<file path="config.mk">
export PLATFORM = sky130hd
export DESIGN_NAME = closed_loop_stepper_pulse_control
export DESIGN_NICKNAME = d
export VERILOG_FILES = /design/src/pkg/stepper_pkg.sv /design/src/verilog/pin_sync.sv /design/src/verilog/cycle_timer.sv /design/src/verilog/closed_loop_stepper_pulse_control.sv
export SDC_FILE = /design/constraint.sdc
export NUM_CORES = 1
export LEC_CHECK = 0
export BUFFER_PORTS_ARGS = -buffer_cell sky130_fd_sc_hd__clkbuf_2
export CORE_MARGIN = 5
export CORE_UTILIZATION = 60
export DETAILED_ROUTE_END_ITERATION = 10
export PLACE_DENSITY = 0.8
export SLEW_MARGIN = 10
export SYNTH_ARGS = -nofsm -noshare
export SYNTH_HDL_FRONTEND = slang
export SYNTH_SLANG_ARGS = --single-unit
</file>
<file path="constraint.sdc">
create_clock -name clk -period 6 [get_ports clk]
set_clock_uncertainty 0.15 [all_clocks]
set_input_delay 0.3 -clock clk [delete_from_list [all_inputs] [get_ports clk]]
set_output_delay 0.3 -clock clk [all_outputs]
set_load 0.02 [all_outputs]
</file>
<file path="src/pkg/stepper_pkg.sv">
// Constants, register map and types of the closed-loop stepper pulse control block
//
// Overview of operation
// RL1: In single-pulse mode each step pulse moves one step, clockwise while direction is active.
// RL2: In dual-pulse mode clockwise pulses step clockwise and counterclockwise pulses step back.
// RL3: While winding release is active every motor winding is de-energised.
// RL4: Activating winding release resets the deviation counter to zero.
// RL5: With a 1000 or 500 base the multiplier input raises resolution tenfold.
// RL6: With the switch already at tenfold the multiplier input is ignored.
// RL7: Alarm clear cancels a latched protection alarm without a power cycle.
// RL8: EEPROM data and system error alarms are never cleared by alarm clear.
// RL9: Completion needs the rotor within 1.8 degrees and about 2 ms without pulses.
// RL10: Completion is signalled conducting and is non-conducting otherwise.
// RL11: The controller waits 0.5 s after power-up before releasing the holding brake.
// RL12: An unconnected input is inactive and active means current through the photocoupler.
// RL13: A protection fault raises the alarm, blinks the indicator and frees the windings; a hard fault lights the indicator steadily instead.
// RL14: The alarm output is normally conducting and opens on alarm; others are normally off.
// RL15: Each accepted step adds to the commanded position scaled by the resolution in effect.
`default_nettype none

package stepper_pkg;

	// ------------------------------------------------------------
	// Timing
	// ------------------------------------------------------------
	localparam int unsigned CLK_HZ      = 100_000_000;
	localparam int unsigned SETTLE_US   = 2000;
	localparam int unsigned SETTLE_CYC  = CLK_HZ / 1_000_000 * SETTLE_US;
	localparam int unsigned BRAKE_MS    = 500;
	localparam int unsigned BRAKE_CYC   = CLK_HZ / 1000 * BRAKE_MS;
	localparam int unsigned BLINK_MS    = 250;
	localparam int unsigned BLINK_CYC   = CLK_HZ / 1000 * BLINK_MS;

	// ------------------------------------------------------------
	// Position scaling, in units of one ten-thousandth revolution
	// ------------------------------------------------------------
	localparam int unsigned FINE_PPR       = 10000;
	localparam int unsigned WINDOW_DEG_X10 = 18;
	localparam logic [31:0] WINDOW_UNITS   = 32'(FINE_PPR * WINDOW_DEG_X10 / 3600);
	localparam logic [31:0] STEP_FINE_1000 = 32'h0000_0001;
	localparam logic [31:0] STEP_FINE_500  = 32'h0000_0002;
	localparam logic [31:0] STEP_BASE_1000 = 32'h0000_000a;
	localparam logic [31:0] STEP_BASE_500  = 32'h0000_0014;

	// ------------------------------------------------------------
	// Synchronised pin indices
	// ------------------------------------------------------------
	localparam int PIN_COUNT = 8;
	localparam int PIN_STEP  = 0;
	localparam int PIN_DIR   = 1;
	localparam int PIN_REL   = 2;
	localparam int PIN_MULT  = 3;
	localparam int PIN_ACLR  = 4;
	localparam int PIN_DUAL  = 5;
	localparam int PIN_B500  = 6;
	localparam int PIN_SWX10 = 7;

	// ------------------------------------------------------------
	// Protection fault vector
	// ------------------------------------------------------------
	localparam int         FAULT_COUNT   = 7;
	localparam logic [6:0] FAULT_NOCLEAR = 7'h50;

	// ------------------------------------------------------------
	// Register map and status bits
	// ------------------------------------------------------------
	localparam logic [7:0] REG_STATUS    = 8'h00;
	localparam logic [7:0] REG_MASK      = 8'h04;
	localparam logic [7:0] REG_POSITION  = 8'h08;
	localparam logic [7:0] REG_DEVIATION = 8'h0c;
	localparam logic [7:0] REG_STATE     = 8'h10;
	localparam int         EV_COUNT      = 3;
	localparam int         EV_DONE       = 0;
	localparam int         EV_ALARM      = 1;
	localparam int         EV_CLEARED    = 2;

	typedef enum logic [2:0] {
		ST_RUN    = 3'b001,
		ST_ALARM  = 3'b010,
		ST_LOCKED = 3'b100
	} alarm_state_t;

endpackage

`default_nettype wire

</file>
<file path="src/verilog/pin_sync.sv">
// Two-stage synchroniser with rising-edge pulse for the photocoupler inputs
`default_nettype none

module pin_sync #(
	parameter int WIDTH = 1
) (
	input  wire logic             clk,
	input  wire logic             rst,
	input  wire logic [WIDTH-1:0] pinIn,
	output logic      [WIDTH-1:0] level,
	output logic      [WIDTH-1:0] rise
);

	genvar i;
	generate
		for (i = 0; i < WIDTH; i++) begin : g_bit
			logic meta_q;
			logic sync_q;
			logic last_q;
			always_ff @(posedge clk) begin
				if (rst) begin
					meta_q <= 1'b0;
					sync_q <= 1'b0;
					last_q <= 1'b0;
				end else begin
					meta_q <= pinIn[i];
					sync_q <= meta_q;
					last_q <= sync_q;
				end
			end
			assign level[i] = sync_q;
			assign rise[i]  = sync_q & ~last_q;
		end
	endgenerate

endmodule

`default_nettype wire

</file>
<file path="src/verilog/cycle_timer.sv">
// Restartable cycle counter that holds its expired flag once the limit is reached
`default_nettype none

module cycle_timer #(
	parameter int unsigned LIMIT = 1
) (
	input  wire logic clk,
	input  wire logic rst,
	input  wire logic restart,
	output logic      expired
);

	localparam logic [31:0] LIM = LIMIT[31:0];

	logic [31:0] count_q;

	always_ff @(posedge clk) begin
		if (rst || restart) begin
			count_q <= 32'h0000_0000;
		end else if (count_q != LIM) begin
			count_q <= count_q + 32'h0000_0001;
		end
	end

	assign expired = (count_q == LIM);

endmodule

`default_nettype wire

</file>
<file path="src/verilog/closed_loop_stepper_pulse_control.sv">
// Pulse command, winding, resolution, alarm and completion logic of a closed-loop stepper driver
`default_nettype none

module closed_loop_stepper_pulse_control #(
	parameter int unsigned SETTLE_CYCLES = stepper_pkg::SETTLE_CYC,
	parameter int unsigned BRAKE_CYCLES  = stepper_pkg::BRAKE_CYC,
	parameter int unsigned BLINK_CYCLES  = stepper_pkg::BLINK_CYC
) (
	input  wire logic        clk,
	input  wire logic        rst,
	input  wire logic        stepPulsePin,
	input  wire logic        dirPin,
	input  wire logic        windingReleasePin,
	input  wire logic        resMultPin,
	input  wire logic        alarmClearPin,
	input  wire logic        dualPulseModeSw,
	input  wire logic        base500Sw,
	input  wire logic        tenfoldSw,
	input  wire logic [6:0]  faultIn,
	input  wire logic [31:0] rotorPos,
	input  wire logic [7:0]  regAddr,
	input  wire logic [31:0] regWdata,
	input  wire logic        regWr,
	input  wire logic        regRd,
	output logic      [31:0] regRdata,
	output logic             irq,
	output logic             stepCw,
	output logic             stepCcw,
	output logic             windingsOn,
	output logic             positioningDone,
	output logic             alarmOut,
	output logic             alarmLed,
	output logic             brakeReleaseOk
);

	// ------------------------------------------------------------
	// Pin front end
	// ------------------------------------------------------------
	logic [stepper_pkg::PIN_COUNT-1:0] pinLevel;
	logic [stepper_pkg::PIN_COUNT-1:0] pinRise;

	// Photocoupler conducting reads as 1; an open input pulls to 0 upstream
	pin_sync #(
		.WIDTH (stepper_pkg::PIN_COUNT)
	) u_sync (
		.clk   (clk),
		.rst   (rst),
		.pinIn ({tenfoldSw, base500Sw, dualPulseModeSw, alarmClearPin,
		         resMultPin, windingReleasePin, dirPin, stepPulsePin}), // RL12
		.level (pinLevel),
		.rise  (pinRise)
	);

	logic dualMode;
	logic releaseOn;
	logic clearRise;
	assign dualMode  = pinLevel[stepper_pkg::PIN_DUAL];
	assign releaseOn = pinLevel[stepper_pkg::PIN_REL];
	assign clearRise = pinRise[stepper_pkg::PIN_ACLR];

	// ------------------------------------------------------------
	// State
	// ------------------------------------------------------------
	stepper_pkg::alarm_state_t state_q;
	stepper_pkg::alarm_state_t state_d;
	logic [6:0]  cause_q;
	logic [31:0] command_q;
	logic [31:0] deviation_q;
	logic [31:0] mask_q;
	logic [31:0] status_q;
	logic [31:0] status_d;
	logic [31:0] regRdata_q;
	logic        irq_q;
	logic        stepCw_q;
	logic        stepCcw_q;
	logic        windingsOn_q;
	logic        done_q;
	logic        alarmOut_q;
	logic        alarmLed_q;
	logic        brakeOk_q;

	// ------------------------------------------------------------
	// Step decode
	// ------------------------------------------------------------
	logic cwEvent;
	logic ccwEvent;
	logic stepAccept;
	logic cwTake;
	logic ccwTake;

	always_comb begin
		if (dualMode) begin
			cwEvent  = pinRise[stepper_pkg::PIN_STEP]; // RL2
			ccwEvent = pinRise[stepper_pkg::PIN_DIR]; // RL2
		end else begin
			cwEvent  = pinRise[stepper_pkg::PIN_STEP] & pinLevel[stepper_pkg::PIN_DIR]; // RL1
			ccwEvent = pinRise[stepper_pkg::PIN_STEP] & ~pinLevel[stepper_pkg::PIN_DIR]; // RL1
		end
	end

	// Pulses arriving while the shaft is free are dropped; simultaneous dual pulses cancel
	assign stepAccept = windingsOn_q & ~releaseOn;
	assign cwTake     = stepAccept & cwEvent & ~ccwEvent;
	assign ccwTake    = stepAccept & ccwEvent & ~cwEvent;

	// ------------------------------------------------------------
	// Resolution in effect
	// ------------------------------------------------------------
	logic        tenfold;
	logic [31:0] stepSize;

	// The switch wins over the input; the input only matters at the base settings
	assign tenfold = pinLevel[stepper_pkg::PIN_SWX10] | pinLevel[stepper_pkg::PIN_MULT]; // RL5 RL6

	always_comb begin
		if (pinLevel[stepper_pkg::PIN_B500]) begin
			stepSize = tenfold ? stepper_pkg::STEP_FINE_500 : stepper_pkg::STEP_BASE_500; // RL5
		end else begin
			stepSize = tenfold ? stepper_pkg::STEP_FINE_1000 : stepper_pkg::STEP_BASE_1000; // RL5
		end
	end

	// ------------------------------------------------------------
	// Commanded position and deviation
	// ------------------------------------------------------------
	// Tracking the rotor while free keeps the deviation at zero, so no jump on re-energise
	always_ff @(posedge clk) begin
		if (rst) begin
			command_q <= 32'h0000_0000;
		end else if (releaseOn || !windingsOn_q) begin
			command_q <= rotorPos; // RL4
		end else if (cwTake) begin
			command_q <= command_q + stepSize; // RL15
		end else if (ccwTake) begin
			command_q <= command_q - stepSize; // RL15
		end
	end

	always_ff @(posedge clk) begin
		if (rst) begin
			deviation_q <= 32'h0000_0000;
		end else begin
			deviation_q <= command_q - rotorPos;
		end
	end

	always_ff @(posedge clk) begin
		if (rst) begin
			stepCw_q  <= 1'b0;
			stepCcw_q <= 1'b0;
		end else begin
			stepCw_q  <= cwTake; // RL1 RL2
			stepCcw_q <= ccwTake; // RL1 RL2
		end
	end

	// ------------------------------------------------------------
	// Positioning completion
	// ------------------------------------------------------------
	logic        settled;
	logic [31:0] devMag;
	logic        devSmall;
	logic        doneNext;

	cycle_timer #(
		.LIMIT (SETTLE_CYCLES)
	) u_settle (
		.clk     (clk),
		.rst     (rst),
		.restart (cwEvent | ccwEvent),
		.expired (settled)
	);

	assign devMag   = deviation_q[31] ? (32'h0000_0000 - deviation_q) : deviation_q;
	assign devSmall = devMag < stepper_pkg::WINDOW_UNITS;
	assign doneNext = devSmall & settled & windingsOn_q & (state_q == stepper_pkg::ST_RUN); // RL9

	always_ff @(posedge clk) begin
		if (rst) begin
			done_q <= 1'b0;
		end else begin
			done_q <= doneNext; // RL10
		end
	end

	// ------------------------------------------------------------
	// Protection alarm
	// ------------------------------------------------------------
	logic anyFault;
	logic hardFault;
	assign anyFault  = |faultIn;
	assign hardFault = |(faultIn & stepper_pkg::FAULT_NOCLEAR);

	always_comb begin
		state_d = state_q;
		case (state_q)
			stepper_pkg::ST_RUN: begin
				if (hardFault) begin
					state_d = stepper_pkg::ST_LOCKED; // RL8
				end else if (anyFault) begin
					state_d = stepper_pkg::ST_ALARM; // RL13
				end
			end
			stepper_pkg::ST_ALARM: begin
				if (hardFault) begin
					state_d = stepper_pkg::ST_LOCKED; // RL8
				end else if (clearRise && !anyFault) begin
					state_d = stepper_pkg::ST_RUN; // RL7
				end
			end
			stepper_pkg::ST_LOCKED: begin
				state_d = stepper_pkg::ST_LOCKED; // RL8
			end
			default: begin
				state_d = stepper_pkg::ST_LOCKED;
			end
		endcase
	end

	always_ff @(posedge clk) begin
		if (rst) begin
			state_q <= stepper_pkg::ST_RUN;
		end else begin
			state_q <= state_d;
		end
	end

	// A fault present in the clear cycle keeps its cause bit
	always_ff @(posedge clk) begin
		if (rst) begin
			cause_q <= 7'h00;
		end else if (state_d == stepper_pkg::ST_RUN) begin
			cause_q <= 7'h00;
		end else begin
			cause_q <= cause_q | faultIn;
		end
	end

	always_ff @(posedge clk) begin
		if (rst) begin
			windingsOn_q <= 1'b0;
			alarmOut_q   <= 1'b0;
		end else begin
			windingsOn_q <= ~releaseOn & (state_d == stepper_pkg::ST_RUN); // RL3 RL13
			alarmOut_q   <= (state_d == stepper_pkg::ST_RUN); // RL14
		end
	end

	logic blinkTick;

	cycle_timer #(
		.LIMIT (BLINK_CYCLES)
	) u_blink (
		.clk     (clk),
		.rst     (rst),
		.restart (blinkTick),
		.expired (blinkTick)
	);

	// Hard faults light steadily so a clearable alarm is told apart at a glance
	always_ff @(posedge clk) begin
		if (rst) begin
			alarmLed_q <= 1'b0;
		end else begin
			case (state_q)
				stepper_pkg::ST_ALARM:  alarmLed_q <= alarmLed_q ^ blinkTick; // RL13
				stepper_pkg::ST_LOCKED: alarmLed_q <= 1'b1;
				default:                alarmLed_q <= 1'b0;
			endcase
		end
	end

	// ------------------------------------------------------------
	// Brake release permission
	// ------------------------------------------------------------
	logic brakeTimeUp;

	cycle_timer #(
		.LIMIT (BRAKE_CYCLES)
	) u_brake (
		.clk     (clk),
		.rst     (rst),
		.restart (1'b0),
		.expired (brakeTimeUp)
	);

	always_ff @(posedge clk) begin
		if (rst) begin
			brakeOk_q <= 1'b0;
		end else begin
			brakeOk_q <= brakeTimeUp; // RL11
		end
	end

	// ------------------------------------------------------------
	// Register port and interrupt
	// ------------------------------------------------------------
	logic [31:0] events;
	logic        statusRead;

	always_comb begin
		events = 32'h0000_0000;
		events[stepper_pkg::EV_DONE]    = doneNext & ~done_q;
		events[stepper_pkg::EV_ALARM]   = (state_q == stepper_pkg::ST_RUN) &&
		                                  (state_d != stepper_pkg::ST_RUN);
		events[stepper_pkg::EV_CLEARED] = (state_q == stepper_pkg::ST_ALARM) &&
		                                  (state_d == stepper_pkg::ST_RUN);
	end

	// Read clears, but an event in the same cycle survives
	assign statusRead = regRd && (regAddr == stepper_pkg::REG_STATUS);
	assign status_d   = (statusRead ? 32'h0000_0000 : status_q) | events;

	always_ff @(posedge clk) begin
		if (rst) begin
			status_q <= 32'h0000_0000;
			irq_q    <= 1'b0;
		end else begin
			status_q <= status_d;
			irq_q    <= |(status_d & mask_q);
		end
	end

	always_ff @(posedge clk) begin
		if (rst) begin
			mask_q <= 32'h0000_0000;
		end else if (regWr && regAddr == stepper_pkg::REG_MASK) begin
			mask_q <= regWdata & {{(32-stepper_pkg::EV_COUNT){1'b0}},
			                      {stepper_pkg::EV_COUNT{1'b1}}};
		end
	end

	always_ff @(posedge clk) begin
		if (rst || !regRd) begin
			regRdata_q <= 32'h0000_0000;
		end else begin
			case (regAddr)
				stepper_pkg::REG_STATUS:    regRdata_q <= status_q;
				stepper_pkg::REG_MASK:      regRdata_q <= mask_q;
				stepper_pkg::REG_POSITION:  regRdata_q <= command_q;
				stepper_pkg::REG_DEVIATION: regRdata_q <= deviation_q;
				stepper_pkg::REG_STATE:     regRdata_q <= {16'h0000, 1'b0, cause_q,
				                                           dualMode, tenfold, windingsOn_q,
				                                           done_q, 1'b0, state_q};
				default:                    regRdata_q <= 32'h0000_0000;
			endcase
		end
	end

	assign regRdata        = regRdata_q;
	assign irq             = irq_q;
	assign stepCw          = stepCw_q;
	assign stepCcw         = stepCcw_q;
	assign windingsOn      = windingsOn_q;
	assign positioningDone = done_q;
	assign alarmOut        = alarmOut_q;
	assign alarmLed        = alarmLed_q;
	assign brakeReleaseOk  = brakeOk_q;
endmodule

`default_nettype wire

</file>
# Yosys cells after proc, flatten, opt, wreduce, memory -nomap -nowiden
# Index checks and enable logic that the tools add are counted.
word_totals:
  ff_bits: 264
  in_bits: 91
  out_inout_bits: 40
  wordCells: 124
classes:
  add_sub_neg: 7
  order_cmp: 1
  eq_ne: 15
  mux: 17
  bitwise: 29
  reduce_logical: 18
op_table:
  columns: ["operator", "count"]
  rows:
  - ["2-to-1 mux 32 bit", 5]
  - ["case mux 32 bit (5 select lines)", 1]
  - ["adder 32 x 1 -> 32 bit, second input constant", 3]
  - ["subtractor 32 bit", 2]
  - ["adder 32 bit", 1]
  - ["bitwise AND 32 x 3 -> 32 bit", 1]
  - ["equality test 32 x 18 -> 1 bit, second input constant", 1]
  - ["equality test 32 x 25 -> 1 bit, second input constant", 1]
  - ["equality test 32 x 26 -> 1 bit, second input constant", 1]
  - ["< comparator 32 x 6 -> 1 bit, second input constant", 1]
  - ["inequality test 32 x 18 -> 1 bit, second input constant", 1]
  - ["inequality test 32 x 25 -> 1 bit, second input constant", 1]
  - ["inequality test 32 x 26 -> 1 bit, second input constant", 1]
  - ["bitwise OR 32 x 3 -> 32 bit", 1]
  - ["OR reduction 32 bit", 1]
  - ["subtractor 1 x 32 -> 32 bit, first input constant", 1]
  - ["equality test 8 x 4 -> 1 bit, second input constant", 2]
  - ["bitwise AND 1 bit", 15]
  - ["2-to-1 mux 3 bit", 4]
  - ["2-to-1 mux 5 bit", 2]
  - ["equality test 8 x 3 -> 1 bit, second input constant", 1]
  - ["equality test 8 x 5 -> 1 bit, second input constant", 1]
  - ["zero test 8 bit", 1]
  - ["NOT 1 bit", 8]
  - ["other kinds (17)", 30]

# Logic depth before layout (Yosys ltp)
logic_depth:
  depth_word: 11
  ltp_mapped: 17
  ltp_nobuf: 17

# Cells and area by module
# From an unflattened synthesis, not the netlist that was laid out.
unflattened:
  cells_unflattened: 1709
  area_unflattened_um2: 14012.2
modules_own_cells:
  columns: ["mod", "instances", "cells_per_inst", "area_each_um2", "seq_area_each_um2"]
  rows:
  - ["closed_loop_stepper_pulse_control", 1, 1055, 8281.7, 2402.3]
  - ["cycle_timer at u_settle", 1, 198, 1662.8, 640.6]
  - ["cycle_timer at u_brake", 1, 194, 1639.1, 640.6]
  - ["cycle_timer at u_blink", 1, 196, 1625.3, 640.6]
  - ["pin_sync", 1, 66, 803.3, 480.5]

# Worst setup path before layout
# OpenSTA, ideal clock, no wires.
synth_timing:
  path_kind: "flip-flop to flip-flop"
  start: "reg windingsOn_q (netlist: windingsOn)"
  end: "reg command_q[31]"
  setup_time_ps: 86
  t_arrival_ps: 4155
  required_time_ps: 5764
  path_slack_ps: 1610
  stages_incl_launch_ff: 17
  path_buffers: 1
  period_less_slack_ps: 4390
  cell_sequence: "dfxtp_1 -> nor2b_1 -> clkbuf_1 -> o2111ai_1 -> o41ai_1 -> inv_1 -> ha_1 -> a21o_1 -> a21oi_1 -> and3_1 -> a211oi_1 -> o41ai_1 -> a21oi_1 -> or4_1 -> a41oi_1 -> xnor2_1 -> a211oi_1"
synth_via:
  elab_chain_len: 5
  elab_cells_between_ends: 10
  classes_between: "mux: 2; bitwise: 5; reduce/logical: 3"
synth_rtl:
  columns: ["element", "line", "source"]
  rows:
  - ["from (decl)", "closed_loop_stepper_pulse_control.sv:76", "logic windingsOn_q;"]
  - ["from (signal assigned)", "closed_loop_stepper_pulse_control.sv:244", "windingsOn_q <= ~releaseOn & (state_d == stepper_pkg::ST_RUN);"]
  - ["bitwise AND 1 bit", "closed_loop_stepper_pulse_control.sv:102", "assign stepAccept = windingsOn_q & ~releaseOn;"]
  - ["bitwise AND 1 bit (2 in series)", "closed_loop_stepper_pulse_control.sv:103", "assign cwTake = stepAccept & cwEvent & ~ccwEvent;"]
  - ["2-to-1 mux 32 bit", "closed_loop_stepper_pulse_control.sv:132", "end else if (cwTake) begin"]
  - ["2-to-1 mux 32 bit", "closed_loop_stepper_pulse_control.sv:130", "end else if (releaseOn || !windingsOn_q) begin"]
  - ["to (signal assigned)", "closed_loop_stepper_pulse_control.sv:131", "command_q <= rotorPos;"]
  - ["to (signal assigned)", "closed_loop_stepper_pulse_control.sv:133", "command_q <= command_q + stepSize;"]
  - ["to (signal assigned)", "closed_loop_stepper_pulse_control.sv:135", "command_q <= command_q - stepSize;"]
  - ["to (decl)", "closed_loop_stepper_pulse_control.sv:67", "logic [31:0] command_q;"]
# Parallel ways exist; a longest one is shown, timed or not.
# A chain may end at the register's enable or synchronous reset.

# Worst setup path after layout
layout_timing:
  start: "reg u_sync.g_bit[3].sync_q"
  end: "reg command_q[31]"
layout_via:
  elab_chain_len: 7
  elab_cells_between_ends: 9
  classes_between: "add/sub: 2; mux: 6; bitwise: 1"
layout_rtl:
  columns: ["element", "line", "source"]
  rows:
  - ["from (decl)", "pin_sync.sv:18", "logic sync_q;"]
  - ["from (signal assigned)", "pin_sync.sv:27", "sync_q <= meta_q;"]
  - ["bitwise OR 1 bit (*)", "closed_loop_stepper_pulse_control.sv:113", "assign tenfold = pinLevel[stepper_pkg::PIN_SWX10] | pinLevel[stepper_pkg::PIN_MULT];"]
  - ["2-to-1 mux 4 bit / 2-to-1 mux 5 bit (equally long branches)", "closed_loop_stepper_pulse_control.sv:119, closed_loop_stepper_pulse_control.sv:117", null]
  - ["2-to-1 mux 5 bit (*)", "closed_loop_stepper_pulse_control.sv:116", "if (pinLevel[stepper_pkg::PIN_B500]) begin"]
  - ["subtractor 32 bit", "closed_loop_stepper_pulse_control.sv:135", null]
  - ["2-to-1 mux 32 bit", "closed_loop_stepper_pulse_control.sv:134", "end else if (ccwTake) begin"]
  - ["2-to-1 mux 32 bit (*)", "closed_loop_stepper_pulse_control.sv:132", null]
  - ["2-to-1 mux 32 bit (*)", "closed_loop_stepper_pulse_control.sv:130", null]
# Every way passes the cells marked *; elsewhere a longest branch is shown, timed or not. The select of a mux whose other input is x is not followed.

==> impl_metrics.tcl <==
set metrics [dict create \
    syn_avg_cell_area_um2 8.21 \
    min_to "command_q[21]" \
    wirelength_um 32800 \
    tightest_slew_ps 1190 \
    yosysWarningCount 0 \
    crit_buf_inv 2 \
    slowest_delay_ps 810 \
    regArea_um2 4700 \
    detailed_place_hpwl_um 24200 \
    tritoncts "built" \
    drive_gt1_share_pct 10.8 \
    hold_path.class "input pin to flip-flop" \
    htree_levels 1 \
    synth_cells 1612 \
    grt_pass1_vias 11000 \
    fin_cells 2036 \
    area_growth_pct 15.2 \
    fillers 1681 \
    path_max_fanout 7 \
    synth_edf_count 0 \
    power_density_nw_per_um2 254 \
    overflow 0 \
    hold_violations 0 \
    fp.dieArea_um2 25100 \
    tns_ps 0 \
    drc_errors 0 \
    dr.pass1.iters 5 \
    final_common_cell "nor2_1" \
    whs_path_depth 5 \
    ys_seq_area_share_pct 35.5 \
    root_buffer "clkbuf_16" \
    die_height_um 159 \
    clkSinkCount 235 \
    synth_nets 1778 \
    slowest_stage "o41ai_1" \
    clkLatencyLatePin_ps 530 \
    postCtsSetupRepairBufs 0 \
    core_um2 21800 \
    diodes 0 \
    antenna_found_initial 0 \
    place.gp.congestion 0.955 \
    die_w_um 159 \
    maxSlewViolCount 0 \
    crit_chain "nor2_1 -> inv_1 -> ha_1 -> o41ai_1 -> inv_1 -> ha_1 -> a21o_1 -> a21oi_1 -> and3_1 -> a211oi_1 -> o41ai_1 -> a21oi_1 -> or4_1 -> a41oi_1 -> xnor2_1 -> a211oi_1" \
    cts_buffers 25 \
    yosys_register_bits 235 \
    grt_use_total_pct 25.5 \
    vias 11900 \
    cts_buffer_depth 3 \
    synth-compound-area-share_pct 15.6 \
    reg2reg_depth 16 \
    finalCritPeriodShare_pct 87.4 \
    grt_max_degree 91 \
    vias_per_cell 5.84 \
    endpoint_kind "flip-flop" \
    timing.rr.end "command_q[31]" \
    rows 54 \
    setup_viol 0 \
    nNetsFinal 1904 \
    grt_pass1_wl_um 53200 \
    cap_violations 0 \
    cp-start-kind "flip-flop" \
    postCtsResizedCells 0 \
    critical_path_required_ps 6290 \
    synth_xor_area_share_pct 9.00 \
    ctsHoldBuffers 46 \
    synth_async_sr_flop_share_pct 0 \
    placed_cells 1945 \
    fin_crit_ps 5240 \
    rsz0062_at_grt "false" \
    first_iter_violations 969 \
    synth.area.mux_share_pct 3.50 \
    timing_worst_setup_path_type "flip-flop to flip-flop" \
    postRouteAntennaNets 0 \
    ir_drop_mv 0.178 \
    clkTransAtPathRegs_ps 60 \
    synth_top_family_by_area "simple AND/OR/NAND/NOR gates" \
    start_util_pct 60.8 \
    outcome "completed" \
    min_from "rotorPos[21]" \
    synth_simple_gate_area_share_pct 25.3 \
    multiInputGateArea_um2 8030 \
    worstReg2RegStart "u_sync.g_bit[3].sync_q" \
    rrSetupSlack_ps 760 \
    io_buffer_count 101 \
    synthDistinctLibCells 79 \
    syn_area_um2 13200 \
    synth-adder-area-share_pct 7.20 \
    num_io_pins 131 \
    max_slew_margin_pct 20.7 \
    power.static_leakage_nw 6.31 \
    wl_per_cell_um 16.1 \
    layout_common_cells "251 x nor2_1, 235 x dfxtp_1, 113 x nand2_1" \
    cp_top_family "compound AO/OA/AOI/OAI gates" \
    synth_ff_type "dfxtp_1" \
    arrival_ps 5540 \
    max_freq_ghz 0.191 \
]
[worst max-delay path by stage]
stage,start,to,cells past startpoint
floorplan,windingsOn,command_q[31],16
global placement,u_sync.g_bit[3].sync_q,command_q[31],16
detailed placement,u_sync.g_bit[3].sync_q,command_q[31],16
CTS,u_sync.g_bit[3].sync_q,command_q[31],16
global route,u_sync.g_bit[3].sync_q,command_q[31],16
finish,u_sync.g_bit[3].sync_q,command_q[31],16
[layout make-up]
type	count	area share [%]
Multi-Input combinational cell	1246	52.6
Sequential cell	235	30.9
Timing Repair Buffer	156	6.79
Clock buffer	36	4.83
Tap cell	280	2.30
Inverter	74	1.82
Clock inverter	9	0.771
[routing by layer]
| layer | vias to the layer above | part of all wire [%] | global-route usage, % |
|---|---|---|---|
| met2 | 347 | 46 | 42.0 |
| li1 | 5985 | - | - |
| met4 | 0 | 2.2 | 6.50 |
| met5 | - | 0 | 0 |
| met1 | 5509 | 46 | 35.5 |
| met3 | 54 | 5.9 | 3.37 |
[Yosys cell counts, drive strengths merged (18+ instances only)]
| cell type | n | area (um^2) |
|---|---|---|
| nor2 | 252 | 953 |
| dfxtp | 235 | 4700 |
| nand2 | 113 | 424 |
| a21oi | 93 | 465 |
| xor2 | 80 | 701 |
| ha | 73 | 913 |
| inv | 73 | 274 |
| nand3 | 56 | 280 |
| o21ai | 56 | 284 |
| xnor2 | 56 | 490 |
| clkbuf | 49 | 198 |
| nor3 | 42 | 215 |
| a21o | 34 | 255 |
| nor2b | 33 | 206 |
| nand4 | 32 | 200 |
| mux2i | 26 | 260 |
| and3 | 23 | 144 |
| or3 | 22 | 143 |
| a211oi | 20 | 150 |
| nor4 | 19 | 134 |
| mux2 | 18 | 203 |
[state kept, by name (all words and copies together) (netlist names), 3 cells and up]
signal / flops
u_settle.count_q: 32
u_blink.count_q: 32
u_sync.g_bit.last_q: 3
cause_q: 7
u_sync.g_bit.sync_q: 8
mask_q: 3
u_sync.g_bit.meta_q: 8
state_q: 3
command_q: 32
status_q: 3
u_brake.count_q: 32
regRdata: 32
deviation_q: 32
[cell families (layout without fill, tap and decap cells)]
kind of cell	count (synthesis)	count (layout)
AOI/OAI and AO/OA	318	318
and+or+nand+nor	673	673
xor gates and xnor gates	136	136
buffers and inverters	131	275
adders and majority gates	75	75
muxes	44	44
DFF	235	235
[power by group]
part / switching (mW) / leakage [nW] / internal [mW] / total, mW
Clock: 0.636 / 0.425 / 0.944 / 1.58
Combinational: 0.322 / 3.96 / 0.269 / 0.591
Sequential: 0.0817 / 1.92 / 1.62 / 1.70
[metrics by stage]
step	total power, mW	hold WS, ps	util, %	worst slack, ps	instance area [um^2]
finish	3.87	21.5	70.1	759	15200
global route	4.04	43.1	70.1	461	15200
CTS	3.89	8.13	70.1	799	15200
detailed placement	2.28	278	64.0	829	13900
global placement	2.27	272	64.0	960	13900
floorplan	2.14	264	-	1610	13200
[worst reg2reg max path, cell delays in order, from the launching register on]
cell	delay (ps)
dfxtp_1	300
nor2_1	230
inv_1	150
ha_1	220
o41ai_1	810
inv_1	420
ha_1	370
a21o_1	170
a21oi_1	190
and3_1	200
a211oi_1	110
o41ai_1	610
a21oi_1	230
or4_1	450
a41oi_1	230
xnor2_1	90
a211oi_1	220
Note: power is estimated with default switching activity, not from simulation.
